$ cat src/core/epb_pkg.sv
// package for the encoder profile parameter bank
package epb_pkg;
  // parameter numbers used as access addresses
  localparam logic [15:0] PN_ACCESS_LIMITS = 16'h03ce;
  localparam logic [15:0] PN_DO_IDENT = 16'h03cf;
  localparam logic [15:0] PN_SENSOR_FORMAT = 16'h03d3;
  localparam logic [15:0] PN_PARAM_LIST = 16'h03d4;
  localparam logic [15:0] PN_PRESET = 16'hfde8;
  localparam logic [15:0] PN_OP_STATUS = 16'hfde9;
  // element counts
  localparam logic [3:0] N_ACCESS_LIMITS = 4'h3;
  localparam logic [3:0] N_DO_IDENT = 4'h8;
  localparam logic [3:0] N_SENSOR_FORMAT = 4'h6;
  localparam logic [3:0] N_PARAM_LIST = 4'ha;
  localparam logic [3:0] N_OP_STATUS = 4'hc;
  // access-service limits
  localparam logic [31:0] ASL_MAX_BLOCK = 32'h0000_0046;
  localparam logic [31:0] ASL_MAX_PARAMS = 32'h0000_0001;
  localparam logic [31:0] ASL_MAX_LATENCY = 32'h0000_0000;
  // drive-object identification; maker code is arbitrary
  localparam logic [15:0] DOI_MAKER = 16'h0abc;
  localparam logic [15:0] DOI_TYPE = 16'h0001;
  localparam logic [15:0] DOI_CLASS = 16'h0005;
  localparam logic [15:0] DOI_SUBCLASS = 16'h4000;
  localparam logic [15:0] DOI_OBJ_ID = 16'h0001;
  // sensor format
  localparam logic [31:0] SF_HEADER = 32'h0000_5011;
  localparam logic [31:0] SF_OBJ_TYPE = 32'h0000_8000;
  localparam logic [31:0] SF_RESOLUTION = 32'h0001_0000;
  localparam logic [31:0] SF_SHIFT = 32'h0000_0000;
  localparam logic [31:0] SF_DET_RES_0 = 32'h0000_0000;
  localparam logic [31:0] SF_DET_RES_1 = 32'h0000_1000;
  localparam logic [31:0] SF_DET_RES_2 = 32'h0000_4000;
  // operating status constants
  localparam logic [31:0] OS_HEADER = 32'h000c_0101;
  localparam logic [31:0] OS_SUP_FAULTS = 32'h0000_0031;
  localparam logic [31:0] OS_WARNINGS = 32'h0000_0000;
  localparam logic [31:0] OS_PROFILE_VER = 32'h0000_0401;
  localparam logic [31:0] OS_OP_TIME = 32'h0fff_ffff;
  // operating status bit positions
  localparam int OSB_CODE_SEQ = 0;
  localparam int OSB_ADVANCED = 1;
  localparam int OSB_PRESET_CTL = 2;
  localparam int OSB_SCALING = 3;
  localparam int OSB_ALARM_CTL = 4;
  localparam int OSB_COMPAT = 5;
  localparam logic [31:0] PRESET_RESET = 32'h0000_0000;

  typedef enum logic [2:0] {
    EPB_ST_IDLE = 3'b001,
    EPB_ST_READ = 3'b010,
    EPB_ST_WRITE = 3'b100
  } epb_state_e;

  // one acyclic parameter request
  typedef struct packed {
    logic rd;
    logic wr;
    logic [15:0] pnum;
    logic [3:0] sub;
    logic [31:0] wdata;
  } epb_req_s;

  // answer to a request
  typedef struct packed {
    logic done;
    logic err;
    logic [31:0] rdata;
  } epb_rsp_s;

  // live configuration and fault sources
  typedef struct packed {
    logic [5:0] cfg;
    logic [31:0] faults;
    logic [31:0] offset;
    logic [31:0] units_per_revolution;
    logic [31:0] total_measurement_range;
    logic [31:0] vel_unit;
    logic [1:0] turns_variant;
    logic [15:0] fw_rev;
    logic [15:0] fw_year;
    logic [15:0] fw_daymonth;
  } epb_live_s;

  // derived controls for the position logic
  typedef struct packed {
    logic ccw_increasing;
    logic preset_allowed;
    logic scaling_allowed;
    logic encoder_alarms;
    logic compat_v31;
  } epb_ctl_s;
endpackage

$ cat src/core/epb_const_rom.sv
// constant element lookup for the read-only arrays
`timescale 1ns/1ps
module epb_const_rom
  import epb_pkg::*;
(
  input wire logic [15:0] pnum,
  input wire logic [3:0] sub,
  input wire epb_live_s live,
  output logic [31:0] value,
  output logic hit
);
  always_comb
  begin
    value = 32'h0000_0000;
    hit = 1'b1;
    case (pnum)
      PN_ACCESS_LIMITS:
      begin
        case (sub)
          4'h0: value = ASL_MAX_BLOCK;
          4'h1: value = ASL_MAX_PARAMS;
          4'h2: value = ASL_MAX_LATENCY;
          default: hit = 1'b0;
        endcase
      end
      PN_DO_IDENT:
      begin
        case (sub)
          4'h0: value = {16'h0000, DOI_MAKER};
          4'h1: value = {16'h0000, DOI_TYPE};
          4'h2: value = {16'h0000, live.fw_rev};
          4'h3: value = {16'h0000, live.fw_year};
          4'h4: value = {16'h0000, live.fw_daymonth};
          4'h5: value = {16'h0000, DOI_CLASS};
          4'h6: value = {16'h0000, DOI_SUBCLASS};
          4'h7: value = {16'h0000, DOI_OBJ_ID};
          default: hit = 1'b0;
        endcase
      end
      PN_SENSOR_FORMAT:
      begin
        case (sub)
          4'h0: value = SF_HEADER;
          4'h1: value = SF_OBJ_TYPE;
          4'h2: value = SF_RESOLUTION;
          4'h3: value = SF_SHIFT;
          4'h4: value = SF_SHIFT;
          4'h5:
          begin
            case (live.turns_variant)
              2'h1: value = SF_DET_RES_1;
              2'h2: value = SF_DET_RES_2;
              default: value = SF_DET_RES_0;
            endcase
          end
          default: hit = 1'b0;
        endcase
      end
      PN_PARAM_LIST:
      begin
        case (sub)
          4'h0: value = 32'h0000_039a;
          4'h1: value = 32'h0000_039d;
          4'h2: value = 32'h0000_03c4;
          4'h3: value = 32'h0000_03c5;
          4'h4: value = 32'h0000_03cb;
          4'h5: value = {16'h0000, PN_ACCESS_LIMITS};
          4'h6: value = {16'h0000, PN_DO_IDENT};
          4'h7: value = {16'h0000, PN_SENSOR_FORMAT};
          4'h8: value = {16'h0000, PN_PRESET};
          4'h9: value = {16'h0000, PN_OP_STATUS};
          default: hit = 1'b0;
        endcase
      end
      default: hit = 1'b0;
    endcase
  end
endmodule

$ cat src/core/epb_bank.sv
// encoder profile parameter bank, acyclic access side
// Function
// - access limits report block length 70 and one parameter per request
// - third access limit element reads 0, no latency specified
// - drive-object identification returns type, class, subclass, id and firmware words
// - sensor format returns header, type, resolution 65536, zero shift factors
// - defined parameter list returns ten parameter numbers in order
// - preset is a readable writable 32-bit word below measurement range
// - preset only applies when the cyclic handshake requests it
// - status header 0x000C0101 and operating time 0xFFFFFFF
// - status reports profile version 0x00000401
// - warning and supported warning words always read zero
// - supported fault word is constant 0x31
// - fault word bits follow live supported faults
// - code sequence bit selects direction only when advanced bit set
// - advanced bit clear disables reversal, preset control and scaling
// - primary position preset allowed only with bit1 set, bit2 clear
// - scaling allowed only with bits 1 and 3 both set
// - alarm bit selects whether encoder faults go to alarm channel
// - bit 5 reports incompatibility with older profile V3.1
// - parameters are reached by acyclic record transfers, apart from cyclic data
`timescale 1ns/1ps
module epb_bank
  import epb_pkg::*;
(
  input wire logic ref_clk,
  input wire logic nrst,
  input wire epb_req_s req,
  output epb_rsp_s rsp,
  input wire epb_live_s live,
  input wire logic preset_apply,
  output logic [31:0] preset_out,
  output logic preset_strobe,
  output epb_ctl_s ctl
);
  epb_state_e state;
  epb_state_e next_state;
  epb_req_s held;
  logic [31:0] preset_value;
  logic [31:0] op_status_word;
  logic [31:0] rom_value;
  logic rom_hit;
  logic [31:0] status_value;
  logic status_hit;
  logic [31:0] read_value;
  logic read_hit;
  logic write_ok;
  logic preset_apply_d;
  epb_rsp_s next_rsp;

  epb_const_rom epb_const_rom_i (
    .pnum(held.pnum),
    .sub(held.sub),
    .live(live),
    .value(rom_value),
    .hit(rom_hit)
  );

  // configuration word, only six low bits defined
  assign op_status_word = {26'h000_0000, live.cfg};

  // derived controls
  assign ctl.ccw_increasing = live.cfg[OSB_ADVANCED] & live.cfg[OSB_CODE_SEQ];
  assign ctl.preset_allowed = live.cfg[OSB_ADVANCED] & ~live.cfg[OSB_PRESET_CTL];
  assign ctl.scaling_allowed = live.cfg[OSB_ADVANCED] & live.cfg[OSB_SCALING];
  assign ctl.encoder_alarms = live.cfg[OSB_ALARM_CTL];
  assign ctl.compat_v31 = ~live.cfg[OSB_COMPAT];

  always_comb
  begin
    status_value = 32'h0000_0000;
    status_hit = 1'b1;
    case (held.sub)
      4'h0: status_value = OS_HEADER;
      4'h1: status_value = op_status_word;
      4'h2: status_value = live.faults & OS_SUP_FAULTS;
      4'h3: status_value = OS_SUP_FAULTS;
      4'h4: status_value = OS_WARNINGS;
      4'h5: status_value = OS_WARNINGS;
      4'h6: status_value = OS_PROFILE_VER;
      4'h7: status_value = OS_OP_TIME;
      4'h8: status_value = live.offset;
      4'h9: status_value = live.units_per_revolution;
      4'ha: status_value = live.total_measurement_range;
      4'hb: status_value = live.vel_unit;
      default: status_hit = 1'b0;
    endcase
  end

  // single-value parameter only answers subindex 0
  assign read_hit = (held.pnum == PN_PRESET) ? (held.sub == 4'h0) :
                    (held.pnum == PN_OP_STATUS) ? status_hit : rom_hit;
  assign read_value = (held.pnum == PN_PRESET) ? preset_value :
                      (held.pnum == PN_OP_STATUS) ? status_value : rom_value;
  // only the preset accepts writes, and only in range
  assign write_ok = (held.pnum == PN_PRESET) && (held.sub == 4'h0) &&
                    (held.wdata < live.total_measurement_range);

  // one request in flight, answered two cycles after it is taken
  always_comb
  begin
    next_state = state;
    next_rsp = '0;
    case (state)
      EPB_ST_IDLE:
      begin
        if (req.rd)
          next_state = EPB_ST_READ;
        else if (req.wr)
          next_state = EPB_ST_WRITE;
      end
      EPB_ST_READ:
      begin
        next_state = EPB_ST_IDLE;
        next_rsp.done = 1'b1;
        next_rsp.err = ~read_hit;
        next_rsp.rdata = read_hit ? read_value : 32'h0000_0000;
      end
      EPB_ST_WRITE:
      begin
        next_state = EPB_ST_IDLE;
        next_rsp.done = 1'b1;
        next_rsp.err = ~write_ok;
      end
      default: next_state = EPB_ST_IDLE;
    endcase
  end

  always_ff @(posedge ref_clk or negedge nrst)
  begin
    if (!nrst)
    begin
      state <= EPB_ST_IDLE;
      held <= '0;
      rsp <= '0;
    end
    else
    begin
      state <= next_state;
      rsp <= next_rsp;
      if (state == EPB_ST_IDLE)
        held <= req;
    end
  end

  always_ff @(posedge ref_clk or negedge nrst)
  begin
    if (!nrst)
      preset_value <= PRESET_RESET;
    else if (state == EPB_ST_WRITE && write_ok)
      preset_value <= held.wdata;
  end

  // stored value handed on only on a rising apply request
  always_ff @(posedge ref_clk or negedge nrst)
  begin
    if (!nrst)
    begin
      preset_apply_d <= 1'b0;
      preset_out <= PRESET_RESET;
      preset_strobe <= 1'b0;
    end
    else
    begin
      preset_apply_d <= preset_apply;
      preset_strobe <= preset_apply & ~preset_apply_d;
      if (preset_apply & ~preset_apply_d)
        preset_out <= preset_value;
    end
  end
endmodule

$ cat config.mk
export PLATFORM = sky130hd
export DESIGN_NAME = epb_bank
export DESIGN_NICKNAME = d
export VERILOG_FILES = /design/src/core/epb_pkg.sv /design/src/core/epb_const_rom.sv /design/src/core/epb_bank.sv
export SDC_FILE = /design/constraint.sdc
export NUM_CORES = 1
export LEC_CHECK = 0
export ABC_CLOCK_PERIOD_IN_PS = 6000
export BUFFER_PORTS_ARGS = -buffer_cell sky130_fd_sc_hd__buf_2
export CORE_MARGIN = 2
export CORE_UTILIZATION = 35
export CTS_BUF_LIST = sky130_fd_sc_hd__clkbuf_4
export DETAILED_ROUTE_END_ITERATION = 12
export MAX_ROUTING_LAYER = met4
export PLACE_DENSITY = 0.7
export SETUP_SLACK_MARGIN = 0.05
export SYNTH_ARGS = -nofsm -noshare
export SYNTH_HDL_FRONTEND = slang
export SYNTH_SLANG_ARGS = --single-unit
export TNS_END_PERCENT = 1
$ cat constraint.sdc
create_clock -name ref_clk -period 6 [get_ports ref_clk]
set_clock_uncertainty 0.05 [all_clocks]
set_input_delay 1.5 -clock ref_clk [delete_from_list [all_inputs] [get_ports ref_clk]]
set_output_delay 1.5 -clock ref_clk [all_outputs]
set_load 0.02 [all_outputs]
Word-level counts from Yosys, hierarchy flattened. Index checks and enable logic that the tools add are counted.

Bits in registers: 155. Bits in latches: 0. Bits in writable memories: 0. Memories kept: 0. Logic and storage cells: 77. Memory bits (read-only): 0.

Reduce and logical (&&, ||, !) cells: 10. Mux-type cells: 23. Multiply operators: 0. $add $sub $neg: 0. Equality and inequality tests: 23. Bitwise operators: 9. Divide/modulo/power cells: 0. Order comparisons: 1. Shift-type cells: 0.

Operators with widths (number): $pmux 32 s10 (1); $pmux 32 s4 (2); $pmux 16 s10 (1); $mux 32 (4); $pmux 16 s7 (1); $eq 16x10->1 const B (4); $eq 16x16->1 const B (2); $lt 32x32->1 (1); $pmux 15 s2 (1); $eq 4x3->1 const B (4); $eq 4x4->1 const B (4); $pmux 7 s2 (1); $reduce_or 12->1 (1); $reduce_or 10->1 (1); $mux 3 (3); $eq 4x2->1 const B (2); $reduce_or 8->1 (1); $mux 1 (7); $reduce_or 6->1 (1); $not 1->1 (5); $and 1x1->1 (4); $eq 4x1->1 const B (1); $logic_not 4->1 (1); $pmux 1 s4 (1); 10 further kinds (12).

Longest topological paths before layout. Gate-level depths: netlist (run 1).

Word-level depth: 8. Mapped depth: 10.

Modules after synthesis. Synthesis (run 1) repeated with hierarchy kept, for this count alone.

Cells, all modules: 862. Area, all modules: 9069.9 µm².

By module, submodules not included: epb_bank (area an instance 8115.3 µm², times used 1, seq. area each 3880.0 µm², cells each 725); epb_const_rom (area an instance 954.7 µm², times used 1, seq. area each 0.0 µm², cells each 137).

Worst setup path after synthesis (run 1). Ideal clock, no wire load.

Path type: input to register. Start point: input live[83] in the netlist's numbering. End point: register preset_value[11]. Path slack: 2.462 ns. Buffers on the path: 1. Library setup time: 0.125 ns. Stages: 8. Arrival: 3.364 ns. Path through: inv_1 > ha_1 > a2111o_1 > a211oi_1 > o22ai_1 > nor3_2 > buf_2 > mux2_2.

Cells in the longest elaborated chain, start to end: 3.

Ends and longest elaborated chain: from (decl) (line epb_bank.sv:30) `input wire epb_live_s live,`; $lt 32x32->1 (line epb_bank.sv:97) `(held.wdata < live.total_measurement_range);`; $logic_and 1x1->1 (line epb_bank.sv:96) `assign write_ok = (held.pnum == PN_PRESET) && (held.sub == 4'h0) &&`; $logic_and 1x1->1 (line epb_bank.sv:150) `else if (state == EPB_ST_WRITE && write_ok)`; to (signal assigned) (line epb_bank.sv:151) `preset_value <= held.wdata;`; to (decl) (line epb_bank.sv:39) `logic [31:0] preset_value;`.

No other way between the ends. A chain may end at the register's enable or synchronous reset.

Final worst setup path (run 1).
Start point: input live[83] in the netlist's numbering. End point: register preset_value[0].

Same word-level chain as after synthesis.

==> impl_metrics.csv, run 1 <==
group,metric,value,unit
logic_synthesis,ys_top_cells_by_area,"dfrtp_1, mux2_2, ha_1",
floorplan,die_h,165,um
floorplan,initial_core_util,35.8,%
critical_path,cp.arrival,4150,ps
cts,clock-sinks,155,
cts,cts_resized,0,
logic_synthesis,synth_cell_types,70,
placement,port_buffers,315,
cts,cts.path.max_buffers,2,
drt,vias,8320,
sta,period_needed,3770,ps
drt,finalWirelength,33.8,mm
floorplan,core_area,25300,um2
logic_synthesis,synth_edf_count,0,
logic_synthesis,synth_most_common_cell,"dfrtp_1",
cts,cts_buffers,17,
sta,finalSetupViolCount,0,
final_layout,drive_above_1_share,45.0,%
floorplan,dieArea,27200,um2
logic_synthesis,ys_warn_count,0,
drt,ant_nets,0,
outcome,status,"finished, final reports clean",
grt,antenna_found_initial,2,
grt,grt_pass1_vias,8419,
drt,first_iter_violations,812,
final_layout,final_cells,1493,
grt,grt_overflow,0,
drt,wire_per_inst,22.7,um
logic_synthesis,synth-seq-cells,155,
critical_path,regToRegSetupSlack,2510,ps
critical_path,worstSetupEndpointType,"register",
sta,slew_headroom,15.9,%
sta,min_period_over_period,62.9,%
sta,finalHoldViolations,0,
placement,dp_hpwl,25.0,mm
floorplan,num_rows,58,
logic_synthesis,yosys.area.top_type,"dfrtp_1",
power,leakage,5.50,nW
sta,rsz0062_at_grt,"false",
critical_path,cp_max_fo,16,
critical_path,required,6370,ps
logic_synthesis,ys.flop_type,"dfrtp_1",
logic_synthesis,syn_inst,853,
final_layout,nFillCells,2415,
run,drv_cap,0,
cts,cts_max_level,4,
final_layout,area_growth_syn_to_layout,25.0,%
placement,place_congestion,0.919,
drt,dr.pass1.iters,5,
sta,setup_tns,0,ps
cts,post_cts_buffers,0,
sta,drv_slew,0,
critical_path,start_kind,"primary input",
power,max-vdd-ir-drop,0.240,mV
sta,holdWs,470,ps
logic_synthesis,synthTopCellsByCount,"dfrtp_1, mux2_2, a21oi_1",
grt,gr-usage-all-layers,25.6,%
logic_synthesis,syn_area_per_cell,10.6,um2
grt,grt_max_degree,56,
sta,fmax,265,MHz
cts,insertion_delay,540,ps
drt,viasPerCell,5.57,
cts,clkSlewWorstSetupHoldPaths,140,ps
logic_synthesis,synthArstFlopShare,100,%
critical_path,cpPeakStageDelay,510,ps
logic_synthesis,yosysSeqAreaShare,42.8,%
logic_synthesis,synthesis.nets,1157,
logic_synthesis,yosysTopAreaCellShare,42.5,%
placement,placedCellCount,1458,
final_layout,final_nets,1451,
cts,tritoncts,"yes",
floorplan,io-pin-count,345,
critical_path,crit_chain,"buf_2, inv_1, ha_1, a2111o_1, a211oi_1, o22ai_1, nor3_4, buf_4, mux2_2",
drt,drc,0,
grt,grt_pass1_wl,49.5,mm
sta,worst_pin_slew,1260,ps
critical_path,crit_type,"primary input to register",
cts,ctsHoldBuffers,0,
logic_synthesis,synth_area,9070,um2
critical_path,cp_slowest_cell,"a211oi_1",
cts,clock_tree.root_cell,"clkbuf_4",
power,p_per_area,366,nW/um2
floorplan,fp.dieW,165,um
hold_path,hold_path.class,"register to register",
[worst paths after layout]
| path | from | end | cells after the start |
|---|---|---|---|
| setup / recovery | live[83] | preset_value[0]$_DFFE_PN0P_ | 9 |
| hold / removal | preset_out[11]$_DFFE_PN0P_ | preset_out[11]$_DFFE_PN0P_ | 1 |
| setup reg to reg | held[32]$_DFFE_PN0N_ | rsp[0]$_DFF_PN0_ | 6 |
| hold reg to reg | preset_out[11]$_DFFE_PN0P_ | preset_out[11]$_DFFE_PN0P_ | 1 |
| max in group asynchronous | nrst | held[32]$_DFFE_PN0N_ | 2 |
| min in group asynchronous | nrst | rsp[21]$_DFF_PN0_ | 1 |
[where the power goes]
group | internal [mW] | switching, mW | total, mW
Sequential | 1.24 | 0.320 | 1.56
Clock | 0.303 | 0.408 | 0.711
Combinational | 0.804 | 1.07 | 1.88
[layer usage]
metal / GRT usage, % / routed length (um)
met1: 30.6 / 13600
met2: 43.1 / 16600
met3: 4.75 / 2640
met4: 9.60 / 956
met5: - / 0
[layout by cell type (no fill, tap or decap), drive strengths merged, types with 6 or more instances in the layout]
cell     synthesis  layout
a21o             6       6
a222oi          10      10
a22o             6       6
o2bb2ai          9       9
a22oi           22      22
ha              31      31
o22ai           10      10
nor2            46      46
nor2b           13      13
o21ai           38      38
inv             42      46
clkbuf          38      19
nand3            7       7
nor3            33      33
buf             24     337
nand2           49      49
a211oi          11      11
nand2b          10      10
mux4            10      10
a221oi           7       7
dfrtp          154     154
a21oi           55      55
nor4            13      13
mux2           115     115
nand4            9       9
mux2i           17      17
[worst max-delay path, delay by kind of cell]
kind / cells / cell delay (ps)
AO/OA/AOI/OAI: 3 / 1240
adder cells (fa/ha/maj): 1 / 240
buffers and inverters: 3 / 520
multiplexers: 1 / 380
AND/OR/NAND/NOR: 1 / 250
[logic make-up after synthesis]
| kind of cell | after synthesis | share of synthesized area (%) |
|---|---|---|
| mux | 142 | 18.6 |
| flops | 155 | 42.8 |
| simple gates | 212 | 13.6 |
| buf+inv | 104 | 4.80 |
| compound gates | 208 | 15.8 |
| xor+xnor | 1 | 0.0966 |
| fa+ha+maj | 31 | 4.28 |
[per-stage QoR]
| step | area, um2 | worst slack [ps] | utilization (%) | total power, mW |
|---|---|---|---|---|
| CTS | 11300 | 2240 | 44.7 | 4.17 |
| floorplan | 9070 | 2460 | - | 2.73 |
| detailed placement | 11000 | 1620 | 43.5 | 3.45 |
| global placement | 11000 | 1630 | 43.5 | 3.41 |
| global route | 11300 | 2100 | 44.7 | 4.42 |
| finish | 11300 | 2230 | 44.7 | 4.15 |
[flip-flops by register name, summed over array words and instances, names as in the netlist]
| signal | count |
|---|---|
| held | 52 |
| preset_apply_d | 1 |
| preset_out | 32 |
| preset_strobe | 1 |
| preset_value | 32 |
| rsp | 34 |
| state | 3 |
[final cells by class]
cell class / count / area [um2] / area share (%)
multi-input combinational: 594 / 4810 / 42.4
sequential: 155 / 3880 / 34.3
timing repair buffer: 337 / 1750 / 15.4
tap: 330 / 413 / 3.64
clock inverter: 13 / 166 / 1.47
inverter: 42 / 158 / 1.39
clock buffer: 19 / 143 / 1.26
antenna: 3 / 7.51 / 0.0663
Power figures use the tool's default switching activity.
==> run 2, diff against run 1 <==
--- a/config.mk
+++ b/config.mk
@@ -5,14 +5,14 @@
 export SDC_FILE = /design/constraint.sdc
 export NUM_CORES = 1
 export LEC_CHECK = 0
-export ABC_CLOCK_PERIOD_IN_PS = 6000
+export ABC_CLOCK_PERIOD_IN_PS = 3200
 export BUFFER_PORTS_ARGS = -buffer_cell sky130_fd_sc_hd__buf_2
 export CORE_MARGIN = 2
 export CORE_UTILIZATION = 35
 export CTS_BUF_LIST = sky130_fd_sc_hd__clkbuf_4
 export DETAILED_ROUTE_END_ITERATION = 12
 export MAX_ROUTING_LAYER = met4
-export PLACE_DENSITY = 0.7
+export PLACE_DENSITY = 0.73
 export SETUP_SLACK_MARGIN = 0.05
 export SYNTH_ARGS = -nofsm -noshare
 export SYNTH_HDL_FRONTEND = slang
==> constraint.sdc (replaced) <==
create_clock -name ref_clk -period 3.2 [get_ports ref_clk]
set_clock_uncertainty 0.05 [all_clocks]
set_input_delay 0.8 -clock ref_clk [delete_from_list [all_inputs] [get_ports ref_clk]]
set_output_delay 0.8 -clock ref_clk [all_outputs]
set_load 0.02 [all_outputs]
==> impl_metrics.csv, run 2 (synthesis gave the netlist of run 1 again) <==
group,metric,value,unit
grt,grt_pass1_wl,50.2,mm
cts,clock_tree.root_cell,"clkbuf_4",
cts,tritoncts,"yes",
floorplan,num_rows,58,
final_layout,largest_reg_flops,52,
drt,ant_nets,0,
sta,period_needed,2990,ps
grt,gr-usage-all-layers,25.8,%
cts,cts_resized,0,
final_layout,final_cells,1518,
final_layout,area_growth_syn_to_layout,28.1,%
cts,post_cts_buffers,0,
floorplan,fp.dieW,165,um
critical_path,worst-path-buf-inv,1,
cts,clkSlewWorstSetupHoldPaths,140,ps
sta,slew_headroom,10.2,%
final_layout,final_nets,1477,
sta,holdWs,207,ps
placement,dp_hpwl,26.7,mm
grt,grt_pass1_vias,8453,
cts,ctsHoldBuffers,0,
final_layout,biggestRegsByFlops,"held: 52 flops, rsp: 34 flops",
final_layout,final_common_cell,"buf_2",
critical_path,worstSetupEndpointType,"register",
drt,dr.pass1.iters,8,
final_layout,final_cell_mix,"buf_2, dfrtp_1, mux2_2",
final_layout,nFillCells,2401,
drt,vias,8415,
grt,grt_max_degree,75,
cts,cts_buffers,17,
critical_path,cpPeakStageDelay,1050,ps
floorplan,dieArea,27200,um2
sta,finalHoldViolations,0,
sta,setup_ws,207,ps
critical_path,required,3570,ps
power,leakage,5.66,nW
placement,place_congestion,0.892,
sta,min_period_over_period,93.5,%
sta,worst_pin_slew,1350,ps
critical_path,start_kind,"register",
final_layout,multi_input_area,4810,um2
critical_path,regToRegSetupSlack,210,ps
critical_path,crit_family,"compound AO/OA/AOI/OAI gates",
sta,rsz0062_at_grt,"false",
critical_path,crit_chain,"nand4b_1, nor3_2, a22oi_1, o32ai_1, a2111oi_4, buf_4, nor4_1",
drt,finalWirelength,34.1,mm
cts,clock-sinks,155,
placement,pre_cts_slack,-164,ps
floorplan,core_area,25300,um2
floorplan,io-pin-count,345,
critical_path,cp_max_fo,14,
floorplan,die_h,165,um
drt,first_iter_violations,688,
hold_path,hold_path.class,"primary input to async pin",
drt,drc,0,
final_layout,largest_register,"held",
sta,fmax,334,MHz
drt,viasPerCell,5.54,
cts,insertion_delay,570,ps
cts,cts.path.max_buffers,2,
floorplan,initial_core_util,35.8,%
run,drv_cap,0,
sta,finalSetupViolCount,0,
power,max-vdd-ir-drop,0.286,mV
grt,antenna_found_initial,2,
critical_path,cp.arrival,3360,ps
final_layout,drive_above_1_share,46.3,%
sta,drv_slew,0,
power,p_per_area,689,nW/um2
critical_path,cp_slowest_cell,"a2111oi_4",
grt,grt_overflow,0,
drt,wire_per_inst,22.5,um
final_layout,regArea,3880,um2
outcome,status,"finished, final reports clean",
cts,cts_max_level,4,
placement,port_buffers,315,
placement,placedCellCount,1484,
critical_path,crit_type,"register to register",
## run 2: through the flow
| step | power (mW) | TNS (ps) | utilization (%) | area, um2 |
|---|---|---|---|---|
| global placement | 6.50 | -4440 | 44.5 | 11300 |
| detailed placement | 6.60 | -4570 | 44.5 | 11300 |
| global route | 8.49 | 0 | 45.8 | 11600 |
| CTS | 8.03 | 0 | 45.8 | 11600 |
| floorplan | 5.12 | 0 | - | 9070 |
| finish | 8.00 | 0 | 45.8 | 11600 |
## run 2: final cells by class
class | instances | share of cell area, %
Sequential cell | 155 | 33.5
Multi-Input combinational cell | 594 | 41.4
Tap cell | 330 | 3.56
Timing Repair Buffer | 363 | 17.3
Clock inverter | 12 | 1.61
Antenna cell | 2 | 0.0431
Clock buffer | 20 | 1.29
Inverter | 42 | 1.36
## run 2: path summary, 6_finish.rpt
kind / from / to / depth (start not counted)
worst max-delay path: held[43]$_DFFE_PN0N_ / rsp[12]$_DFF_PN0_ / 7
min in group ref_clk: preset_apply / preset_apply_d$_DFF_PN0_ / 1
worst min register to register: state[0]$_DFFE_PN1P_ / rsp[33]$_DFF_PN0_ / 1
worst min-delay path: nrst / rsp[17]$_DFF_PN0_ / 1
max in group asynchronous: nrst / preset_out[26]$_DFFE_PN0P_ / 2
worst max register to register: held[43]$_DFFE_PN0N_ / rsp[12]$_DFF_PN0_ / 7
## run 2: routing by layer
layer	share of wire (%)	wire, um	track usage, %
met1	40	13800	31.4
met2	50	17200	44.7
met3	7.4	2510	4.19
met4	1.8	626	6.84
met5	0	0	-
## run 2: worst register-to-register path: stages (launching register included)
cell,delay [ps]
dfrtp_1,430
nand4b_1,310
nor3_2,140
a22oi_1,200
o32ai_1,150
a2111oi_4,1060
buf_4,410
nor4_1,90
## run 2: power breakdown
group          total [mW]  switching [mW]  internal [mW]
clock                1.42           0.763          0.656
sequential           2.74           0.411           2.33
combinational        3.84            2.20           1.64
total                8.00            3.37           4.63
==> run 3, diff against run 2 <==
--- a/config.mk
+++ b/config.mk
@@ -7,7 +7,6 @@
 export LEC_CHECK = 0
 export ABC_CLOCK_PERIOD_IN_PS = 3200
 export BUFFER_PORTS_ARGS = -buffer_cell sky130_fd_sc_hd__buf_2
-export CORE_MARGIN = 2
 export CORE_UTILIZATION = 35
 export CTS_BUF_LIST = sky130_fd_sc_hd__clkbuf_4
 export DETAILED_ROUTE_END_ITERATION = 12
==> impl_metrics.csv, run 3 (synthesis gave the netlist of run 1 again) <==
group,metric,value,unit
power,p_per_area,691,nW/um2
floorplan,num_rows,58,
floorplan,initial_core_util,35.8,%
sta,finalSetupViolCount,0,
final_layout,biggestRegsByFlops,"held: 52 flops, rsp: 34 flops",
outcome,status,"finished, final reports clean",
cts,cts_buffers,17,
sta,worst_pin_slew,1050,ps
cts,clock-sinks,155,
sta,slew_headroom,30.3,%
critical_path,cp.arrival,3340,ps
drt,wire_per_inst,22.3,um
power,power,7.97,mW
cts,cts_resized,0,
grt,met1_usage,33.1,%
floorplan,die_h,163,um
grt,use_met2,44.7,%
grt,grt_max_degree,81,
cts,clock_tree.root_cell,"clkbuf_4",
sta,rsz0062_at_grt,"false",
grt,use_met3,4.35,%
cts,insertion_delay,580,ps
cts,cts.path.max_buffers,2,
drt,viasPerCell,5.60,
drt,ant_nets,0,
drt,first_iter_violations,647,
drt,drc,0,
sta,period_needed,2950,ps
drt,vias,8481,
cts,cts_max_level,4,
final_layout,drive_above_1_share,45.9,%
grt,grt_overflow,0,
grt,top_usage_layer,"met2",
sta,drv_slew,0,
sta,fmax,339,MHz
final_layout,largest_reg_flops,52,
placement,dp_hpwl,26.3,mm
grt,antenna_found_initial,1,
floorplan,dieArea,26600,um2
final_layout,final_cell_mix,"buf_2, dfrtp_1, mux2_2",
grt,grt_pass1_vias,8502,
critical_path,start_kind,"register",
final_layout,final_common_cell,"buf_2",
sta,holdWs,49.4,ps
placement,port_buffers,315,
final_layout,final_cells,1514,
sta,min_period_over_period,92.1,%
floorplan,io-pin-count,345,
power,max-vdd-ir-drop,0.295,mV
placement,place_congestion,0.900,
final_layout,area_growth_syn_to_layout,27.2,%
sta,finalHoldViolations,0,
run,drv_cap,0,
cts,clkSlewWorstSetupHoldPaths,160,ps
power,leakage,5.62,nW
cts,tritoncts,"yes",
floorplan,core_area,25300,um2
floorplan,fp.dieW,163,um
final_layout,postLayoutCoreUtil,45.5,%
drt,dr.pass1.iters,5,
grt,grt_pass1_wl,50.3,mm
drt,finalWirelength,33.8,mm
critical_path,cp_max_fo,11,
final_layout,final_nets,1473,
final_layout,largest_register,"held",
cts,ctsHoldBuffers,0,
critical_path,worstSetupEndpointType,"register",
hold_path,hold_path.class,"primary input to async pin",
placement,placedCellCount,1480,
cts,post_cts_buffers,0,
critical_path,required,3600,ps
critical_path,crit_type,"register to register",
grt,gr-usage-all-layers,26.4,%
==> run 3: layout make-up <==
class | instances | area (um2)
antenna | 2 | 5.00
clock buffer | 18 | 135
tap | 330 | 413
multi-input combinational | 594 | 4810
timing repair buffer | 359 | 1940
inverter | 42 | 158
sequential | 155 | 3880
clock inverter | 14 | 194
fill | 2456 | 13800
==> run 3: final timing paths <==
kind	from	end	slack, ps	cells past startpoint
worst min register to register	preset_out[31]$_DFFE_PN0P_	preset_out[31]$_DFFE_PN0P_	470	1
worst min-delay path	nrst	preset_out[12]$_DFFE_PN0P_	50	1
min in group ref_clk	preset_apply	preset_apply_d$_DFF_PN0_	310	1
max in group asynchronous	nrst	preset_value[6]$_DFFE_PN0P_	2160	2
worst max-delay path	held[40]$_DFFE_PN0N_	rsp[2]$_DFF_PN0_	250	7
worst max register to register	held[40]$_DFFE_PN0N_	rsp[2]$_DFF_PN0_	250	7
==> run 3: through the flow <==
stage	cell area [um2]	setup TNS [ps]	setup slack, ps
2_1_floorplan	9070	0	362
3_3_place_gp	11200	-4320	-161
3_5_place_dp	11200	-4110	-158
4_1_cts	11500	0	251
5_1_grt	11500	0	153
6_report	11500	0	252
==> run 3: report_power, final <==
group          internal [mW]  switching, mW  leakage, nW  total, mW
Combinational           1.63           2.14         3.42       3.77
Sequential              2.33          0.451         2.04       2.78
Clock                  0.635          0.785        0.165       1.42
==> run 3: worst max-delay path, stage by stage (launching register included) <==
cell and delay [ps]:
dfrtp_1 420, nand4b_1 430, nor4_4 520, nand2_1 140, o32ai_1 440, a2111oi_4 180
buf_4 290, nor3_1 340
==> run 3: routing by layer <==
| layer | share of wire (%) | vias to the layer above |
|---|---|---|
| li1 | - | 3824 |
| met1 | 42 | 4178 |
| met2 | 49 | 432 |
| met3 | 7.1 | 47 |
| met4 | 1.5 | 0 |
| met5 | 0 | - |
